File: src/rtl/cdmod_pkg.sv
// Package: register map, field layout and source codes of the carrier data modulator
package cdmod_pkg;
	localparam logic [3:0] CDMOD_OFS_CONTROL = 4'h0;
	localparam logic [3:0] CDMOD_OFS_SOURCE = 4'h4;
	localparam logic [3:0] CDMOD_OFS_HIGH_CARRIER = 4'h8;
	localparam logic [3:0] CDMOD_OFS_LOW_CARRIER = 4'hC;
	localparam int CDMOD_CON_ENABLE_BIT = 7;
	localparam int CDMOD_CON_INVERT_BIT = 4;
	localparam int CDMOD_CON_READBACK_BIT = 3;
	localparam int CDMOD_CON_SWVAL_BIT = 0;
	localparam int CDMOD_CAR_INVERT_BIT = 6;
	localparam int CDMOD_CAR_SYNC_BIT = 5;
	localparam logic [7:0] CDMOD_CON_WMASK = 8'h91;
	localparam logic [7:0] CDMOD_SRC_WMASK = 8'h0F;
	localparam logic [7:0] CDMOD_CAR_WMASK = 8'h6F;
	localparam logic [7:0] CDMOD_CON_RESET = 8'h00;
	localparam logic [7:0] CDMOD_SRC_RESET = 8'h00;
	localparam logic [7:0] CDMOD_CAR_RESET = 8'h00;
	localparam logic [1:0] CDMOD_RESP_OKAY = 2'h0;
	localparam logic [1:0] CDMOD_RESP_SLVERR = 2'h2;
	localparam logic [3:0] CDMOD_SEL_NONE_A = 4'h9;

	// Modulator-source inputs, index is selection code minus one for 0001-1000, minus two for 1010-1101
	typedef struct packed {
		logic logic_cell_two_out;
		logic logic_cell_one_out;
		logic numeric_oscillator_out;
		logic async_serial_tx;
		logic spi_data_out;
		logic comparator_two_out;
		logic comparator_one_out;
		logic pulse_unit_six_out;
		logic pulse_unit_five_out;
		logic capture_unit_two_out;
		logic capture_unit_one_out;
		logic modulator_input_pin;
	} cdmod_mod_src_type;

	// Carrier-source inputs
	typedef struct packed {
		logic logic_cell_two_out;
		logic logic_cell_one_out;
		logic fast_internal_oscillator;
		logic system_clock;
		logic numeric_oscillator_out;
		logic pulse_unit_six_out;
		logic pulse_unit_five_out;
		logic capture_unit_two_out;
		logic capture_unit_one_out;
		logic reference_clock_out;
		logic carrier_pin_two;
		logic carrier_pin_one;
	} cdmod_car_src_type;

	typedef struct packed {
		logic awvalid;
		logic [3:0] awaddr;
		logic wvalid;
		logic [31:0] wdata;
		logic [3:0] wstrb;
		logic bready;
		logic arvalid;
		logic [3:0] araddr;
		logic rready;
	} cdmod_axi_req_type;

	typedef struct packed {
		logic awready;
		logic wready;
		logic bvalid;
		logic [1:0] bresp;
		logic arready;
		logic rvalid;
		logic [31:0] rdata;
		logic [1:0] rresp;
	} cdmod_axi_rsp_type;

	// Code to 12-input vector: 0000 gives the fallback, 1001/1110/1111 give low
	function automatic logic cdmod_pick(input logic [11:0] vec, input logic [3:0] code, input logic zero_val);
		logic r;
		r = 1'b0;
		case (code)
			4'h0: r = zero_val;
			4'h1, 4'h2, 4'h3, 4'h4, 4'h5, 4'h6, 4'h7, 4'h8: r = vec[code - 4'h1];
			4'hA, 4'hB, 4'hC, 4'hD: r = vec[code - 4'h2];
			default: r = 1'b0;
		endcase
		return r;
	endfunction : cdmod_pick
endpackage : cdmod_pkg

File: src/rtl/cdmod_axi_regs.sv
// AXI4-Lite slave holding the four modulator registers
`timescale 1ns/1ps
module cdmod_axi_regs (
	input wire logic aclk,
	input wire logic aresetn,
	input wire cdmod_pkg::cdmod_axi_req_type axi_req,
	output cdmod_pkg::cdmod_axi_rsp_type axi_rsp,
	input wire logic output_readback,
	output logic [7:0] control_r,
	output logic [7:0] source_r,
	output logic [7:0] high_r,
	output logic [7:0] low_r
);
	import cdmod_pkg::*;
	logic [7:0] control_nxt, source_nxt, high_nxt, low_nxt;
	logic aw_held_r, aw_held_nxt, w_held_r, w_held_nxt;
	logic [3:0] awaddr_r, awaddr_nxt;
	logic [7:0] wbyte_r, wbyte_nxt;
	logic wlane_r, wlane_nxt;
	logic bvalid_r, bvalid_nxt, rvalid_r, rvalid_nxt;
	logic [1:0] bresp_r, bresp_nxt, rresp_r, rresp_nxt;
	logic [31:0] rdata_r, rdata_nxt;
	logic do_write, do_read;

	function automatic logic [7:0] merge(input logic [7:0] old, input logic [7:0] val, input logic [7:0] mask);
		return (old & ~mask) | (val & mask);
	endfunction : merge

	assign axi_rsp.awready = ~aw_held_r & ~bvalid_r;
	assign axi_rsp.wready = ~w_held_r & ~bvalid_r;
	assign axi_rsp.bvalid = bvalid_r;
	assign axi_rsp.bresp = bresp_r;
	assign axi_rsp.arready = ~rvalid_r;
	assign axi_rsp.rvalid = rvalid_r;
	assign axi_rsp.rdata = rdata_r;
	assign axi_rsp.rresp = rresp_r;

	always_comb begin
		aw_held_nxt = aw_held_r;
		w_held_nxt = w_held_r;
		awaddr_nxt = awaddr_r;
		wbyte_nxt = wbyte_r;
		wlane_nxt = wlane_r;
		if (axi_req.awvalid && axi_rsp.awready) begin
			aw_held_nxt = 1'b1;
			awaddr_nxt = axi_req.awaddr;
		end
		if (axi_req.wvalid && axi_rsp.wready) begin
			w_held_nxt = 1'b1;
			wbyte_nxt = axi_req.wdata[7:0];
			wlane_nxt = axi_req.wstrb[0];
		end
		do_write = aw_held_nxt & w_held_nxt & ~bvalid_r;
		control_nxt = control_r;
		source_nxt = source_r;
		high_nxt = high_r;
		low_nxt = low_r;
		bvalid_nxt = bvalid_r & ~axi_req.bready;
		bresp_nxt = bresp_r;
		if (do_write) begin
			aw_held_nxt = 1'b0;
			w_held_nxt = 1'b0;
			bvalid_nxt = 1'b1;
			bresp_nxt = CDMOD_RESP_OKAY;
			// [RULE6] Unimplemented bits masked
			case (awaddr_nxt)
				CDMOD_OFS_CONTROL: if (wlane_nxt) control_nxt = merge(control_r, wbyte_nxt, CDMOD_CON_WMASK);
				CDMOD_OFS_SOURCE: if (wlane_nxt) source_nxt = merge(source_r, wbyte_nxt, CDMOD_SRC_WMASK);
				CDMOD_OFS_HIGH_CARRIER: if (wlane_nxt) high_nxt = merge(high_r, wbyte_nxt, CDMOD_CAR_WMASK);
				CDMOD_OFS_LOW_CARRIER: if (wlane_nxt) low_nxt = merge(low_r, wbyte_nxt, CDMOD_CAR_WMASK);
				default: bresp_nxt = CDMOD_RESP_SLVERR;
			endcase
		end
		do_read = axi_req.arvalid & ~rvalid_r;
		rvalid_nxt = rvalid_r & ~axi_req.rready;
		rdata_nxt = rdata_r;
		rresp_nxt = rresp_r;
		if (do_read) begin
			rvalid_nxt = 1'b1;
			rresp_nxt = CDMOD_RESP_OKAY;
			rdata_nxt = '0;
			case (axi_req.araddr)
				// [RULE3] Live output readback
				CDMOD_OFS_CONTROL: begin
					rdata_nxt[7:0] = control_r;
					rdata_nxt[CDMOD_CON_READBACK_BIT] = output_readback;
				end
				CDMOD_OFS_SOURCE: rdata_nxt[7:0] = source_r;
				CDMOD_OFS_HIGH_CARRIER: rdata_nxt[7:0] = high_r;
				CDMOD_OFS_LOW_CARRIER: rdata_nxt[7:0] = low_r;
				default: rresp_nxt = CDMOD_RESP_SLVERR;
			endcase
		end
	end

	always_ff @(posedge aclk) begin
		// [RULE18] Reset to defaults
		if (!aresetn) begin
			control_r <= CDMOD_CON_RESET;
			source_r <= CDMOD_SRC_RESET;
			high_r <= CDMOD_CAR_RESET;
			low_r <= CDMOD_CAR_RESET;
			aw_held_r <= 1'b0;
			w_held_r <= 1'b0;
			awaddr_r <= '0;
			wbyte_r <= '0;
			wlane_r <= 1'b0;
			bvalid_r <= 1'b0;
			bresp_r <= CDMOD_RESP_OKAY;
			rvalid_r <= 1'b0;
			rresp_r <= CDMOD_RESP_OKAY;
			rdata_r <= '0;
		end else begin
			control_r <= control_nxt;
			source_r <= source_nxt;
			high_r <= high_nxt;
			low_r <= low_nxt;
			aw_held_r <= aw_held_nxt;
			w_held_r <= w_held_nxt;
			awaddr_r <= awaddr_nxt;
			wbyte_r <= wbyte_nxt;
			wlane_r <= wlane_nxt;
			bvalid_r <= bvalid_nxt;
			bresp_r <= bresp_nxt;
			rvalid_r <= rvalid_nxt;
			rresp_r <= rresp_nxt;
			rdata_r <= rdata_nxt;
		end
	end
endmodule : cdmod_axi_regs

File: src/rtl/cdmod_sync.sv
// Two-flop synchroniser with falling-edge pulse
`timescale 1ns/1ps
module cdmod_sync (
	input wire logic aclk,
	input wire logic aresetn,
	input wire logic async_in,
	output logic sync_out,
	output logic fall_pulse
);
	import cdmod_pkg::*;
	logic meta_r, meta_nxt;
	logic stage_r, stage_nxt;
	logic prev_r, prev_nxt;

	always_comb begin
		meta_nxt = async_in;
		stage_nxt = meta_r;
		prev_nxt = stage_r;
	end

	always_ff @(posedge aclk) begin
		if (!aresetn) begin
			meta_r <= 1'b0;
			stage_r <= 1'b0;
			prev_r <= 1'b0;
		end else begin
			meta_r <= meta_nxt;
			stage_r <= stage_nxt;
			prev_r <= prev_nxt;
		end
	end

	assign sync_out = stage_r;
	assign fall_pulse = prev_r & ~stage_r;
endmodule : cdmod_sync

File: src/rtl/cdmod_top.sv
// Carrier data modulator: source selection, carrier sync and output mixing
`timescale 1ns/1ps

// Function
// [RULE1] Enable bit gates all mixing
// [RULE2] Polarity bit inverts output, idle high
// [RULE3] Control bit 3 reads live output
// [RULE4] Readback sampled, may miss fast signals
// [RULE5] Software bit used only for code 0000
// [RULE6] Unimplemented bits ignore writes, read zero
// [RULE7] Modulator source code table
// [RULE8] Reserved codes connect nothing
// [RULE9] High carrier source code table
// [RULE10] Low carrier uses same encoding
// [RULE11] High carrier optional inversion
// [RULE12] Low carrier optional inversion
// [RULE13] High sync waits high falling edge
// [RULE14] Low sync waits low falling edge
// [RULE15] Modulator high picks high carrier
// [RULE16] Disabled forces ground and software bit
// [RULE17] Handover: leave late, return on edge
// [RULE18] Reset disables and restores defaults
// [RULE19] Synchronise sources before edge detection
module cdmod_top (
	input wire logic aclk,
	input wire logic aresetn,
	input wire cdmod_pkg::cdmod_axi_req_type axi_req,
	output cdmod_pkg::cdmod_axi_rsp_type axi_rsp,
	input wire cdmod_pkg::cdmod_mod_src_type mod_sources,
	input wire cdmod_pkg::cdmod_car_src_type carrier_sources,
	output logic modulated_out
);
	import cdmod_pkg::*;

	typedef enum logic [2:0] {
		CDMOD_ST_IDLE = 3'b001,
		CDMOD_ST_ON = 3'b010,
		CDMOD_ST_WAIT = 3'b100
	} cdmod_gate_type;

	logic [7:0] control_r, source_r, high_r, low_r;
	logic enable, sw_value, out_invert;
	logic mod_raw, high_raw, low_raw;
	logic mod_s, high_s, low_s;
	logic high_fall, low_fall;
	logic high_car, low_car;
	logic high_sync, low_sync;
	cdmod_gate_type high_st_r, high_st_nxt, low_st_r, low_st_nxt;
	logic mixed;
	logic out_r, out_nxt;

	cdmod_axi_regs u_regs (
		.aclk(aclk),
		.aresetn(aresetn),
		.axi_req(axi_req),
		.axi_rsp(axi_rsp),
		.output_readback(out_r),
		.control_r(control_r),
		.source_r(source_r),
		.high_r(high_r),
		.low_r(low_r)
	);

	assign enable = control_r[CDMOD_CON_ENABLE_BIT];
	assign sw_value = control_r[CDMOD_CON_SWVAL_BIT];
	assign out_invert = control_r[CDMOD_CON_INVERT_BIT];
	assign high_sync = high_r[CDMOD_CAR_SYNC_BIT];
	assign low_sync = low_r[CDMOD_CAR_SYNC_BIT];

	// [RULE16] Disabled: grounds and software bit, selections kept
	// [RULE7] Modulator source decode
	// [RULE5] Software value for code zero
	// [RULE8] Reserved codes give low
	// [RULE9] High carrier decode
	// [RULE10] Low carrier decode
	always_comb begin
		if (enable) begin
			mod_raw = cdmod_pick(mod_sources, source_r[3:0], sw_value);
			high_raw = cdmod_pick(carrier_sources, high_r[3:0], 1'b0);
			low_raw = cdmod_pick(carrier_sources, low_r[3:0], 1'b0);
		end else begin
			mod_raw = sw_value;
			high_raw = 1'b0;
			low_raw = 1'b0;
		end
	end

	// [RULE19] Inputs synchronised first
	cdmod_sync u_sync_mod (
		.aclk(aclk),
		.aresetn(aresetn),
		.async_in(mod_raw),
		.sync_out(mod_s),
		.fall_pulse()
	);

	// [RULE11] High carrier polarity ahead of the edge detector
	// Sync then waits for a falling edge of the carrier as mixed, not of the raw pin
	cdmod_sync u_sync_high (
		.aclk(aclk),
		.aresetn(aresetn),
		.async_in(high_raw ^ high_r[CDMOD_CAR_INVERT_BIT]),
		.sync_out(high_s),
		.fall_pulse(high_fall)
	);

	// [RULE12] Low carrier polarity ahead of the edge detector
	cdmod_sync u_sync_low (
		.aclk(aclk),
		.aresetn(aresetn),
		.async_in(low_raw ^ low_r[CDMOD_CAR_INVERT_BIT]),
		.sync_out(low_s),
		.fall_pulse(low_fall)
	);

	// Carriers already carry their polarity
	assign high_car = high_s;
	assign low_car = low_s;

	// Gate state per carrier; wants = modulator selects this carrier
	function automatic cdmod_gate_type gate_step(input cdmod_gate_type st, input logic wants,
		input logic sync_en, input logic fall);
		cdmod_gate_type n;
		n = st;
		if (!sync_en) begin
			n = wants ? CDMOD_ST_ON : CDMOD_ST_IDLE;
		end else begin
			case (st)
				CDMOD_ST_IDLE: n = wants ? (fall ? CDMOD_ST_ON : CDMOD_ST_WAIT) : CDMOD_ST_IDLE;
				CDMOD_ST_WAIT: n = !wants ? CDMOD_ST_IDLE : (fall ? CDMOD_ST_ON : CDMOD_ST_WAIT);
				CDMOD_ST_ON: n = (!wants && fall) ? CDMOD_ST_IDLE : CDMOD_ST_ON;
				default: n = CDMOD_ST_IDLE;
			endcase
		end
		return n;
	endfunction : gate_step

	// [RULE13] High carrier falling-edge sync
	// [RULE14] Low carrier falling-edge sync
	// [RULE17] Leaving carrier holds until edge
	always_comb begin
		high_st_nxt = gate_step(high_st_r, mod_s, high_sync, high_fall);
		low_st_nxt = gate_step(low_st_r, ~mod_s, low_sync, low_fall);
	end

	// [RULE15] Mix: both may overlap during a sync handover
	always_comb begin
		mixed = ((high_st_r == CDMOD_ST_ON) & high_car) | ((low_st_r == CDMOD_ST_ON) & low_car);
		// [RULE1] No output while disabled
		// [RULE2] Polarity applies to idle level too
		out_nxt = (enable & mixed) ^ out_invert;
	end

	always_ff @(posedge aclk) begin
		// [RULE18] Reset idles the gates
		if (!aresetn) begin
			high_st_r <= CDMOD_ST_IDLE;
			low_st_r <= CDMOD_ST_IDLE;
			out_r <= 1'b0;
		end else begin
			high_st_r <= high_st_nxt;
			low_st_r <= low_st_nxt;
			out_r <= out_nxt;
		end
	end

	// [RULE4] Readback is the registered output, aliasing possible
	assign modulated_out = out_r;
endmodule : cdmod_top

File: config.mk
export PLATFORM = sky130hd
export DESIGN_NAME = cdmod_top
export DESIGN_NICKNAME = d
export VERILOG_FILES = /design/src/rtl/cdmod_pkg.sv /design/src/rtl/cdmod_axi_regs.sv /design/src/rtl/cdmod_sync.sv /design/src/rtl/cdmod_top.sv
export SDC_FILE = /design/constraint.sdc
export NUM_CORES = 1
export LEC_CHECK = 0
export ABC_AREA = 0
export BUFFER_PORTS_ARGS = -buffer_cell sky130_fd_sc_hd__clkbuf_2
export CAP_MARGIN = 10
export CORE_MARGIN = 2
export CORE_UTILIZATION = 53
export DETAILED_ROUTE_END_ITERATION = 7
export PLACE_DENSITY = 0.78
export SKIP_CTS_REPAIR_TIMING = 1
export SYNTH_ARGS = -nofsm -noshare
export SYNTH_HDL_FRONTEND = slang
export SYNTH_HIERARCHICAL = 1
export SYNTH_SLANG_ARGS = --single-unit
File: constraint.sdc
create_clock -name aclk -period 2.78 [get_ports aclk]
set_input_delay 0.556 -clock aclk [delete_from_list [all_inputs] [get_ports aclk]]
set_output_delay 0.556 -clock aclk [all_outputs]
set_load 0.02 [all_outputs]
# Word-level counts from Yosys, hierarchy flattened
# Index checks and enable logic that the tools add are counted.
classes:
  add_sub_neg: 6
  magnitude_cmp: 6
  n_eq_ne: 48
  mux: 40
  n_bitwise: 29
  n_reduce_logical: 23
op_table:
  columns: ["operator", "n"]
  rows:
  - ["4-bit equality test, second input constant", 19]
  - ["4-bit by 3-bit equality test with 1-bit output, second input constant", 14]
  - ["8-bit case mux with 4 select lines", 1]
  - ["4-bit by 5-bit < comparator with 1-bit output, second input constant", 6]
  - ["1-bit binary-select mux with 4-bit select", 6]
  - ["4-bit by 2-bit equality test with 1-bit output, second input constant", 6]
  - ["8-bit OR reduction", 3]
  - ["4-bit OR reduction", 5]
  - ["3-bit 2-to-1 mux", 6]
  - ["8-bit by 7-bit OR with 8-bit output", 2]
  - ["1-bit 2-to-1 mux", 14]
  - ["1-bit AND", 12]
  - ["4-bit by 1-bit equality test with 1-bit output, second input constant", 3]
  - ["4-bit logical NOT", 3]
  - ["2-bit 2-to-1 mux", 6]
  - ["3-bit case mux with 2 select lines", 2]
  - ["3-bit AND reduction", 4]
  - ["4-bit by 1-bit subtractor with 4-bit output, second input constant", 3]
  - ["4-bit by 2-bit subtractor with 4-bit output, second input constant", 3]
  - ["1-bit NOT", 9]
  - ["8-bit 2-to-1 mux", 1]
  - ["7-bit by 8-bit OR with 8-bit output", 1]
  - ["8-bit by 4-bit OR with 8-bit output", 1]
  - ["3-bit by 1-bit equality test with 1-bit output, second input constant", 2]
  - ["10 further kinds", 20]
totals:
  register_bits: 76
  inputBits: 75
  wordCells: 177

# Depth between registers and ports, before layout
# Gate-level depths: netlist of the first run.
depth:
  word_depth: 7
  mapped_depth: 10

# Hierarchy
# The synthesis of the first run kept the hierarchy.
by_module_without_submodules:
  columns: ["module", "n_inst", "cells_each", "area_each_um2", "seq_area_each_um2"]
  rows:
  - ["cdmod_axi_regs", 1, 233, 2333.5, 920.9]
  - ["cdmod_top", 1, 168, 1624.1, 140.1]
  - ["cdmod_sync", 3, 7, 88.8, 60.1]

# Least setup slack after synthesis of the first run
# Ideal clock, no wire load.
synth_path:
  path_kind: "register -> register"
  startpoint: "register u_regs.source_r[0]"
  endpoint: "register u_sync_mod.meta_r"
  arrival_ns: 2.139
  required_time_ns: 2.665
  path_slack_ns: 0.526
  stages_incl_launch_ff: 10
  period_less_slack_ns: 2.254
  path_cell_list: "dfxtp_1 buf_2 inv_1 ha_1 mux4_2 mux2i_1 o21ai_0 a32oi_1 o21ai_0 and2_1"
synth_via:
  elab_chain_len: 5
  word_cells_on_any_way: 23
  classes_between: "add/sub (2); eq/ne (12); mux (6); reduce/logical (3)"
synth_lines:
  columns: ["item", "line", "source"]
  rows:
  - ["start: declaration", "cdmod_axi_regs.sv:10", "output logic [7:0] source_r,"]
  - ["start signal: assignment", "cdmod_axi_regs.sv:115", "source_r <= source_nxt;"]
  - ["4-bit by 2-bit subtractor with 4-bit output or 4-bit by 1-bit subtractor with 4-bit output (tied branches)", "cdmod_pkg.sv:85, cdmod_pkg.sv:84", null]
  - ["1-bit binary-select mux with 4-bit select (on tied branches)", "cdmod_pkg.sv:85, cdmod_pkg.sv:84", null]
  - ["1-bit 2-to-1 mux (on tied branches)", "cdmod_pkg.sv:85, cdmod_pkg.sv:84", null]
  - ["1-bit case mux with 3 select lines (*)", "cdmod_pkg.sv:82", "case (code)"]
  - ["1-bit 2-to-1 mux (*)", "cdmod_top.sv:77", "if (enable) begin"]
  - ["via mod_raw", "cdmod_top.sv:43", "logic mod_raw, high_raw, low_raw;"]
  - ["end signal: assignment", "cdmod_sync.sv:27", "meta_r <= meta_nxt;"]
  - ["end: declaration", "cdmod_sync.sv:11", "logic meta_r, meta_nxt;"]
# The timed path passes the listed nets; every way through them passes the cells marked *. The select of a mux whose other input is x is not followed.
# A chain may end at the register's enable or synchronous reset.

# Final worst setup path of the first run
layout_path:
  startpoint: "register u_regs.low_r[2]"
  endpoint: "register u_sync_low.meta_r"
layout_via:
  elab_chain_len: 6
  word_cells_on_any_way: 23
  classes_between: "add/sub (2); eq/ne (12); mux (6); bitwise (1); reduce/logical (2)"
layout_lines:
  columns: ["item", "line", "source"]
  rows:
  - ["start: declaration", "cdmod_axi_regs.sv:12", "output logic [7:0] low_r"]
  - ["start signal: assignment", "cdmod_axi_regs.sv:117", "low_r <= low_nxt;"]
  - ["4-bit by 2-bit subtractor with 4-bit output or 4-bit by 1-bit subtractor with 4-bit output (tied branches)", "cdmod_pkg.sv:85, cdmod_pkg.sv:84", null]
  - ["1-bit binary-select mux with 4-bit select (on tied branches)", "cdmod_pkg.sv:85, cdmod_pkg.sv:84", null]
  - ["1-bit 2-to-1 mux (on tied branches)", "cdmod_pkg.sv:85, cdmod_pkg.sv:84", null]
  - ["1-bit case mux with 2 select lines (*)", "cdmod_pkg.sv:82", null]
  - ["1-bit 2-to-1 mux (*)", "cdmod_top.sv:77", null]
  - ["1-bit XOR (*)", "cdmod_top.sv:111", ".async_in(low_raw ^ low_r[CDMOD_CAR_INVERT_BIT]),"]
  - ["end signal: assignment", "cdmod_sync.sv:27", null]
  - ["end: declaration", "cdmod_sync.sv:11", null]
# Mark *: on every way between the ends. The rest lies on a longest branch, timed or not. The select of a mux whose other input is x is not followed.

==> results of run 1 <==
-- through the flow --
stage,power (W),std cells,area (um2),hold slack [ps]
4_1_cts,0.00231,578,4690,428
3_3_place_gp,0.00124,562,4410,410
2_1_floorplan,0.00119,431,4180,406
6_report,0.00230,578,4690,425
5_1_grt,0.00239,578,4690,438
3_5_place_dp,0.00126,562,4410,414
-- power breakdown --
part	switching, W	internal [W]
clock	0.000350	0.000711
sequential	0.0000202	0.000901
combinational	0.000181	0.000135
total	0.000551	0.00175
-- area by class of cell --
class                   count  area share [%]
clock inverters             6            2.86
multi-input cells         306            55.3
repair buffers             72            8.44
well taps                 102            2.72
flip-flops and latches     61            26.1
clock buffers              10            2.94
inverters                  21            1.68
-- state kept, by name (all words and copies together) (netlist names), 3 cells and up --
register and count:
u_regs/wbyte_r 8, u_regs/source_r 4, u_regs/awaddr_r 4, high_st_r 3
u_regs/rdata_r 8, low_st_r 3, u_regs/low_r 6, u_regs/high_r 6
u_regs/control_r 3
-- routing by layer --
layer | wire length [um] | global-route usage, % | vias up | share of wire [%]
met2 | 4160 | 36.6 | 83 | 50
li1 | - | - | 1522 | -
met4 | 122 | 7.59 | 0 | 1.5
met1 | 3710 | 24.9 | 1443 | 45
met3 | 324 | 3.70 | 14 | 3.9
met5 | 0 | 0 | - | 0
-- critical path: stages, from the launching register on --
cell and delay (ps):
dfxtp_1 490, inv_1 140, ha_1 230, a21boi_2 170, xnor2_1 220, mux2i_1 130, a2111oi_2 410, a41oi_2 90
xnor2_1 180, and2_1 160
-- final timing paths --
path / to / slack, ps / from / cells after the start
hold reg to reg: u_sync_high/sync_out / 420 / u_sync_high/meta_r / 1
hold / removal: u_sync_high/sync_out / 420 / u_sync_high/meta_r / 1
setup / recovery: u_sync_low/meta_r / 470 / u_regs/low_r[2] / 9
setup reg to reg: u_sync_low/meta_r / 470 / u_regs/low_r[2] / 9
==> run_results.csv, run 1 <==
group,metric,value,unit
status,status,"completed",
sta,relSlewSlack,62.8,%
cts,clk_pin_slew_worst_paths,70,ps
global_route,grt_usage,20.6,%
die,core-area,0.00761,mm2
cells_and_area,multi_input_area,0.00259,mm2
sta,setup_viol_count_final,0,
cells_and_area,fin_util,61.6,%
cells_and_area,mostFrequentLayoutCell,"clkbuf_2",
synthesis,syn_avg_cell_area,10.1,um2
cts,clk_path_buf_depth,2,
power,peakVddDrop,274,uV
worst_setup_path,crit_type,"reg -> reg",
global_route,antenna_found_initial,0,
sta,setup_ws,470,ps
power,p_leak,2.05,nW
route,drtPass1Iterations,4,
cts,clock-root-buffer,"clkbuf_8",
synthesis,synth_warnings,6,
sta,report.final.slew_viol_count,0,
cells_and_area,diodes,0,
route,drtIter0Drc,147,
cells_and_area,n_fill_cell,630,
sta,finalCritPeriodShare,83.1,%
cells_and_area,drive_above_1_share,27.5,%
die,io_pins,117,
global_route,grt_overflow,0,
placed_design,globalplace.congestion,0.843,
die,die_area,0.00844,mm2
cells_and_area,final_cell_mix,"clkbuf_2 (63), dfxtp_1 (61), nand2_1 (41)",
sta,final.min_clock_period,2310,ps
global_route,grt_pass1_wl,13.9,mm
route,wl_per_cell,14.4,um
cts,htree_levels,3,
worst_setup_path,worst_setup_path_start_kind,"flip-flop",
worst_setup_path,crit_path_end_kind,"flip-flop",
sta,fmax,0.433,GHz
worst_setup_path,critPathRequiredTime,3000,ps
sta,setup_tns,0,ps
route,via_count,3062,
global_route,grt_pass1_vias,3001,
route,viasPerCell,5.30,
cells_and_area,fin_nets,570,
global_route,grt_max_degree,36,
die,die_width,91.9,um
placed_design,dpl.hpwl,6.25,mm
power,cellPowerDensity,490,mW/mm2
route,wl,8.31,mm
cells_and_area,area.sequential,0.00122,mm2
sta,worstMarginPinSlew,556,ps
sta,hold_viol,0,
cts,cts_tree,"yes",
die,die_h,91.9,um
cts,worstSkewPairLatency,330,ps
synthesis,syn_inst,406,
sta,rsz0062_at_grt,"no",
die,initial_utilization,53.8,%
worst_setup_path,cp.arrival,2540,ps
cells_and_area,syn2layout_area_growth,14.6,%
hold_path,hold_class,"reg -> reg",
route,ant_nets,0,
synthesis,synth_area,0.00409,mm2
placed_design,numPortBuffers,63,
placed_design,dp_slack,546,ps
worst_setup_path,worst-path-max-fanout,8,
flow_run,cap_violations,0,
sta,fin_worst_skew,6.49,ps
cts,cts_buffers,9,
cts,cts_num_sinks,61,
die,rows,32,
route,drcViolationCount,0,
(Power assumes the default switching activity.)
==> inputs of run 2 (changes only) <==
- clock period: 2.78 -> 2.25 ns (I/O delays scaled with it)
==> run_results.csv, run 2 (synthesized netlist as in run 1, its figures left out) <==
group,metric,value,unit
status,status,"completed",
hold_path,hold_class,"in -> reg",
worst_setup_path,worst-path-max-fanout,3,
global_route,grt_pass1_vias,3024,
sta,worstMarginPinSlew,709,ps
die,core-area,0.00761,mm2
sta,final.min_clock_period,2160,ps
power,switching_share,27.7,%
sta,fin_worst_skew,11.3,ps
cts,cts_buffers,9,
worst_setup_path,crit_chain,"inv_1, ha_4, mux4_1, mux2i_1, a211oi_1, a41oi_2, xnor2_1, and2_1",
global_route,grt_usage,20.1,%
cells_and_area,mostFrequentLayoutCell,"clkbuf_2",
power,p_int,0.00180,W
route,viasPerCell,5.41,
cts,cts_num_sinks,61,
cts,cts_tree,"yes",
sta,finalCritPeriodShare,96.2,%
placed_design,dpl.cell_count,569,
sta,hold_ws,372,ps
die,initial_utilization,53.8,%
sta,setup_viol_count_final,0,
route,wl_per_cell,14.1,um
cts,clock-root-buffer,"clkbuf_8",
power,p_comb_share,15.8,%
cts,clk_pin_slew_worst_paths,70,ps
sta,hold_viol,0,
route,via_count,3163,
worst_setup_path,max_stage_delay,550,ps
worst_setup_path,reg2reg_slack,90,ps
placed_design,placed_cell_area,0.00445,mm2
route,wl,8.24,mm
route,drcViolationCount,0,
global_route,grt_overflow,0,
cells_and_area,fin_util,61.8,%
global_route,grt.met2_usage,35.5,%
worst_setup_path,worst_setup_path_start_kind,"flip-flop",
route,drtPass1Iterations,4,
die,die_area,0.00844,mm2
global_route,grt_max_degree,43,
sta,report.final.slew_viol_count,0,
power,clkPwrFrac,38.5,%
cts,clk_path_buf_depth,2,
worst_setup_path,cp_num_buf_inv,1,
worst_setup_path,cp_slowest_cell,"mux4_1",
cells_and_area,fin_nets,577,
cells_and_area,final_cell_area,0.00470,mm2
power,switching_power,0.000690,W
worst_setup_path,cp.arrival,2390,ps
power,peakVddDrop,361,uV
cells_and_area,syn2layout_area_growth,14.9,%
global_route,grt_most_used_layer,"met2",
die,die_h,91.9,um
worst_setup_path,crit_type,"reg -> reg",
cells_and_area,final_cells,585,
die,die_width,91.9,um
cells_and_area,diodes,0,
power,p_leak,2.06,nW
placed_design,dpl.hpwl,6.30,mm
flow_run,cap_violations,0,
worst_setup_path,crit_path_end_kind,"flip-flop",
worst_setup_path,crit_family,"multiplexers",
die,rows,32,
sta,relSlewSlack,52.7,%
cts,htree_levels,3,
cells_and_area,final_cell_mix,"clkbuf_2 (63), dfxtp_1 (61), nand2_1 (41)",
power,cellPowerDensity,529,mW/mm2
cells_and_area,drive_above_1_share,30.0,%
power,p_seq_share,45.7,%
route,ant_nets,0,
die,io_pins,117,
worst_setup_path,critPathRequiredTime,2480,ps
global_route,globalRouteMet3Util,5.42,%
placed_design,globalplace.congestion,0.826,
cells_and_area,reg_top3,"u_regs/rdata_r: 8 flops, u_regs/wbyte_r: 8 flops",
global_route,antenna_found_initial,0,
route,drtIter0Drc,117,
global_route,grt_pass1_wl,13.6,mm
placed_design,numPortBuffers,63,
cts,worstSkewPairLatency,340,ps
global_route,grt_use_met1,23.3,%
sta,fmax,0.462,GHz
sta,rsz0062_at_grt,"no",
run 2: per-layer routing:
metal  up-vias  wire length [um]
met5         -                 0
met1      1501              3420
li1       1531                 -
met4         0               225
met3        24               429
met2       107              4160
run 2: tightest hold or removal path, cell delays in order:
cell and delay [ps]:
clkbuf_2 80, nand2_1 40, o211a_1 90
run 2: worst paths after layout:
kind,startpoint,endpoint,depth (start not counted)
max,u_regs/high_r[0],u_sync_high/meta_r,8
min,axi_req[0],u_regs/rvalid_r,3
max reg2reg,u_regs/high_r[0],u_sync_high/meta_r,8
min reg2reg,u_sync_low/meta_r,u_sync_low/sync_out,1
run 2: cell type report:
class / count / area (um2)
Fill cell: 651 / 2910
Multi-Input combinational cell: 306 / 2640
Sequential cell: 61 / 1220
Timing Repair Buffer: 79 / 435
Tap cell: 102 / 128
Clock buffer: 9 / 124
Inverter: 21 / 78.8
Clock inverter: 7 / 73.8
run 2: power by group through the flow:
stage	clock (W)	combinational (W)	sequential, W
floorplan	0	0.000316	0.00116
global placement	0	0.000378	0.00116
detailed placement	0	0.000390	0.00116
CTS	0.000986	0.000391	0.00114
global route	0.00103	0.000428	0.00114
finish	0.000958	0.000392	0.00114
run 2: metrics by stage:
stage                     setup WS, ps  setup TNS, ps  power, W
after floorplan                   23.8              0   0.00148
after global placement            73.7              0   0.00154
after detailed placement          46.4              0   0.00155
after CTS                        -8.08          -8.08   0.00251
after global routing              2.10              0   0.00260
final                             86.0              0   0.00249
==> inputs of run 3 (changes only) <==
- MAX_ROUTING_LAYER: not set -> met4
==> run_results.csv, run 3 (synthesized netlist as in run 1, its figures left out) <==
group,metric,value,unit
cells_and_area,diodes,0,
sta,setup_tns,0,ps
flow_run,cap_violations,0,
sta,setup_viol_count_final,0,
power,p_int,0.00180,W
cells_and_area,final_cell_mix,"clkbuf_2 (63), dfxtp_1 (61), nand2_1 (41)",
sta,fmax,0.462,GHz
worst_setup_path,worst-path-max-fanout,3,
die,rows,32,
hold_path,hold_class,"in -> reg",
die,die_width,91.9,um
status,status,"completed",
power,switching_power,0.000691,W
sta,final.min_clock_period,2160,ps
global_route,grt_pass1_wl,13.6,mm
sta,report.final.slew_viol_count,0,
sta,relSlewSlack,52.8,%
sta,rsz0062_at_grt,"no",
route,viasPerCell,5.40,
cts,clk_pin_slew_worst_paths,70,ps
cts,clock-root-buffer,"clkbuf_8",
die,io_pins,117,
power,cellPowerDensity,529,mW/mm2
hold_path,hp-start,"axi_req[0]",
sta,finalCritPeriodShare,96.2,%
worst_setup_path,crit_type,"reg -> reg",
worst_setup_path,r2r-start,"u_regs/high_r[0]",
cts,clk_path_buf_depth,2,
worst_setup_path,critPathRequiredTime,2480,ps
cells_and_area,reg_top3,"u_regs/rdata_r: 8 flops, u_regs/wbyte_r: 8 flops",
route,ant_nets,0,
sta,fin_worst_skew,11.3,ps
cells_and_area,fin_nets,577,
cells_and_area,syn2layout_area_growth,14.9,%
cells_and_area,mostFrequentLayoutCell,"clkbuf_2",
worst_setup_path,cp.arrival,2400,ps
die,core-area,0.00761,mm2
cts,cts_tree,"yes",
route,drtIter0Drc,114,
route,drcViolationCount,0,
cells_and_area,fin_util,61.8,%
worst_setup_path,crit_path_end_kind,"flip-flop",
placed_design,numPortBuffers,63,
worst_setup_path,worst_setup_path_start_kind,"flip-flop",
power,clkPwrFrac,38.5,%
cells_and_area,drive_above_1_share,30.0,%
global_route,grt_pass1_vias,3016,
power,peakVddDrop,360,uV
cts,worstSkewPairLatency,340,ps
sta,worstMarginPinSlew,708,ps
cts,cts_buffers,9,
placed_design,dpl.hpwl,6.30,mm
worst_setup_path,startpoint,"u_regs/high_r[0]",
route,wl_per_cell,14.1,um
die,die_h,91.9,um
cts,htree_levels,3,
route,via_count,3161,
route,wl,8.23,mm
power,p_seq_share,45.7,%
die,initial_utilization,53.8,%
route,drtPass1Iterations,4,
sta,hold_viol,0,
power,switching_share,27.8,%
cts,cts_num_sinks,61,
cells_and_area,final_cell_area,0.00470,mm2
die,die_area,0.00844,mm2
power,p_leak,2.06,nW
power,p_comb_share,15.8,%
global_route,grt_overflow,0,
placed_design,placed_cell_area,0.00445,mm2
global_route,antenna_found_initial,0,
global_route,grt_max_degree,43,
placed_design,globalplace.congestion,0.839,
global_route,grt_usage,20.7,%
==> run 3: power by group through the flow <==
stage | Sequential, W | Combinational, W | Clock, W
after detailed placement | 0.00116 | 0.000390 | 0
after global routing | 0.00114 | 0.000428 | 0.00103
after floorplan | 0.00116 | 0.000316 | 0
final | 0.00114 | 0.000393 | 0.000958
after global placement | 0.00116 | 0.000378 | 0
after CTS | 0.00114 | 0.000391 | 0.000986
==> run 3: worst max-delay path, stage by stage (launching register included) <==
cell and delay (ps):
dfxtp_1 340, inv_1 110, ha_4 310, mux4_1 550, mux2i_1 170, a211oi_1 110
a41oi_2 220, xnor2_1 90, and2_1 160
==> run 3: path summary, 6_finish.rpt <==
path / endpoint / slack (ps) / cells past startpoint
max: u_sync_high/meta_r / 90 / 8
min reg2reg: u_sync_low/sync_out / 430 / 1
max reg2reg: u_sync_high/meta_r / 90 / 8
min: u_regs/rvalid_r / 370 / 3
==> run 3: final cells by class <==
| type | count | area (um2) |
|---|---|---|
| Multi-Input combinational cell | 306 | 2640 |
| Timing Repair Buffer | 79 | 435 |
| Clock inverter | 7 | 73.8 |
| Tap cell | 102 | 128 |
| Clock buffer | 9 | 124 |
| Fill cell | 651 | 2910 |
| Sequential cell | 61 | 1220 |
| Inverter | 21 | 78.8 |
==> run 3: per-layer routing <==
layer | GRT usage [%] | share of wire [%] | vias to the layer above
met5 | - | 0 | -
met2 | 35.5 | 50 | 104
met1 | 23.5 | 42 | 1500
met3 | 5.34 | 4.9 | 24
li1 | - | - | 1533
met4 | 7.34 | 2.7 | 0
==> run 3: per-stage QoR <==
stage	power (W)	hold slack, ps	worst slack [ps]	std cells
final	0.00249	372	86.1	585
after global routing	0.00260	385	2.10	585
after CTS	0.00251	357	-8.08	585
after detailed placement	0.00155	413	46.4	569
after global placement	0.00154	407	73.7	569
after floorplan	0.00148	406	23.8	431
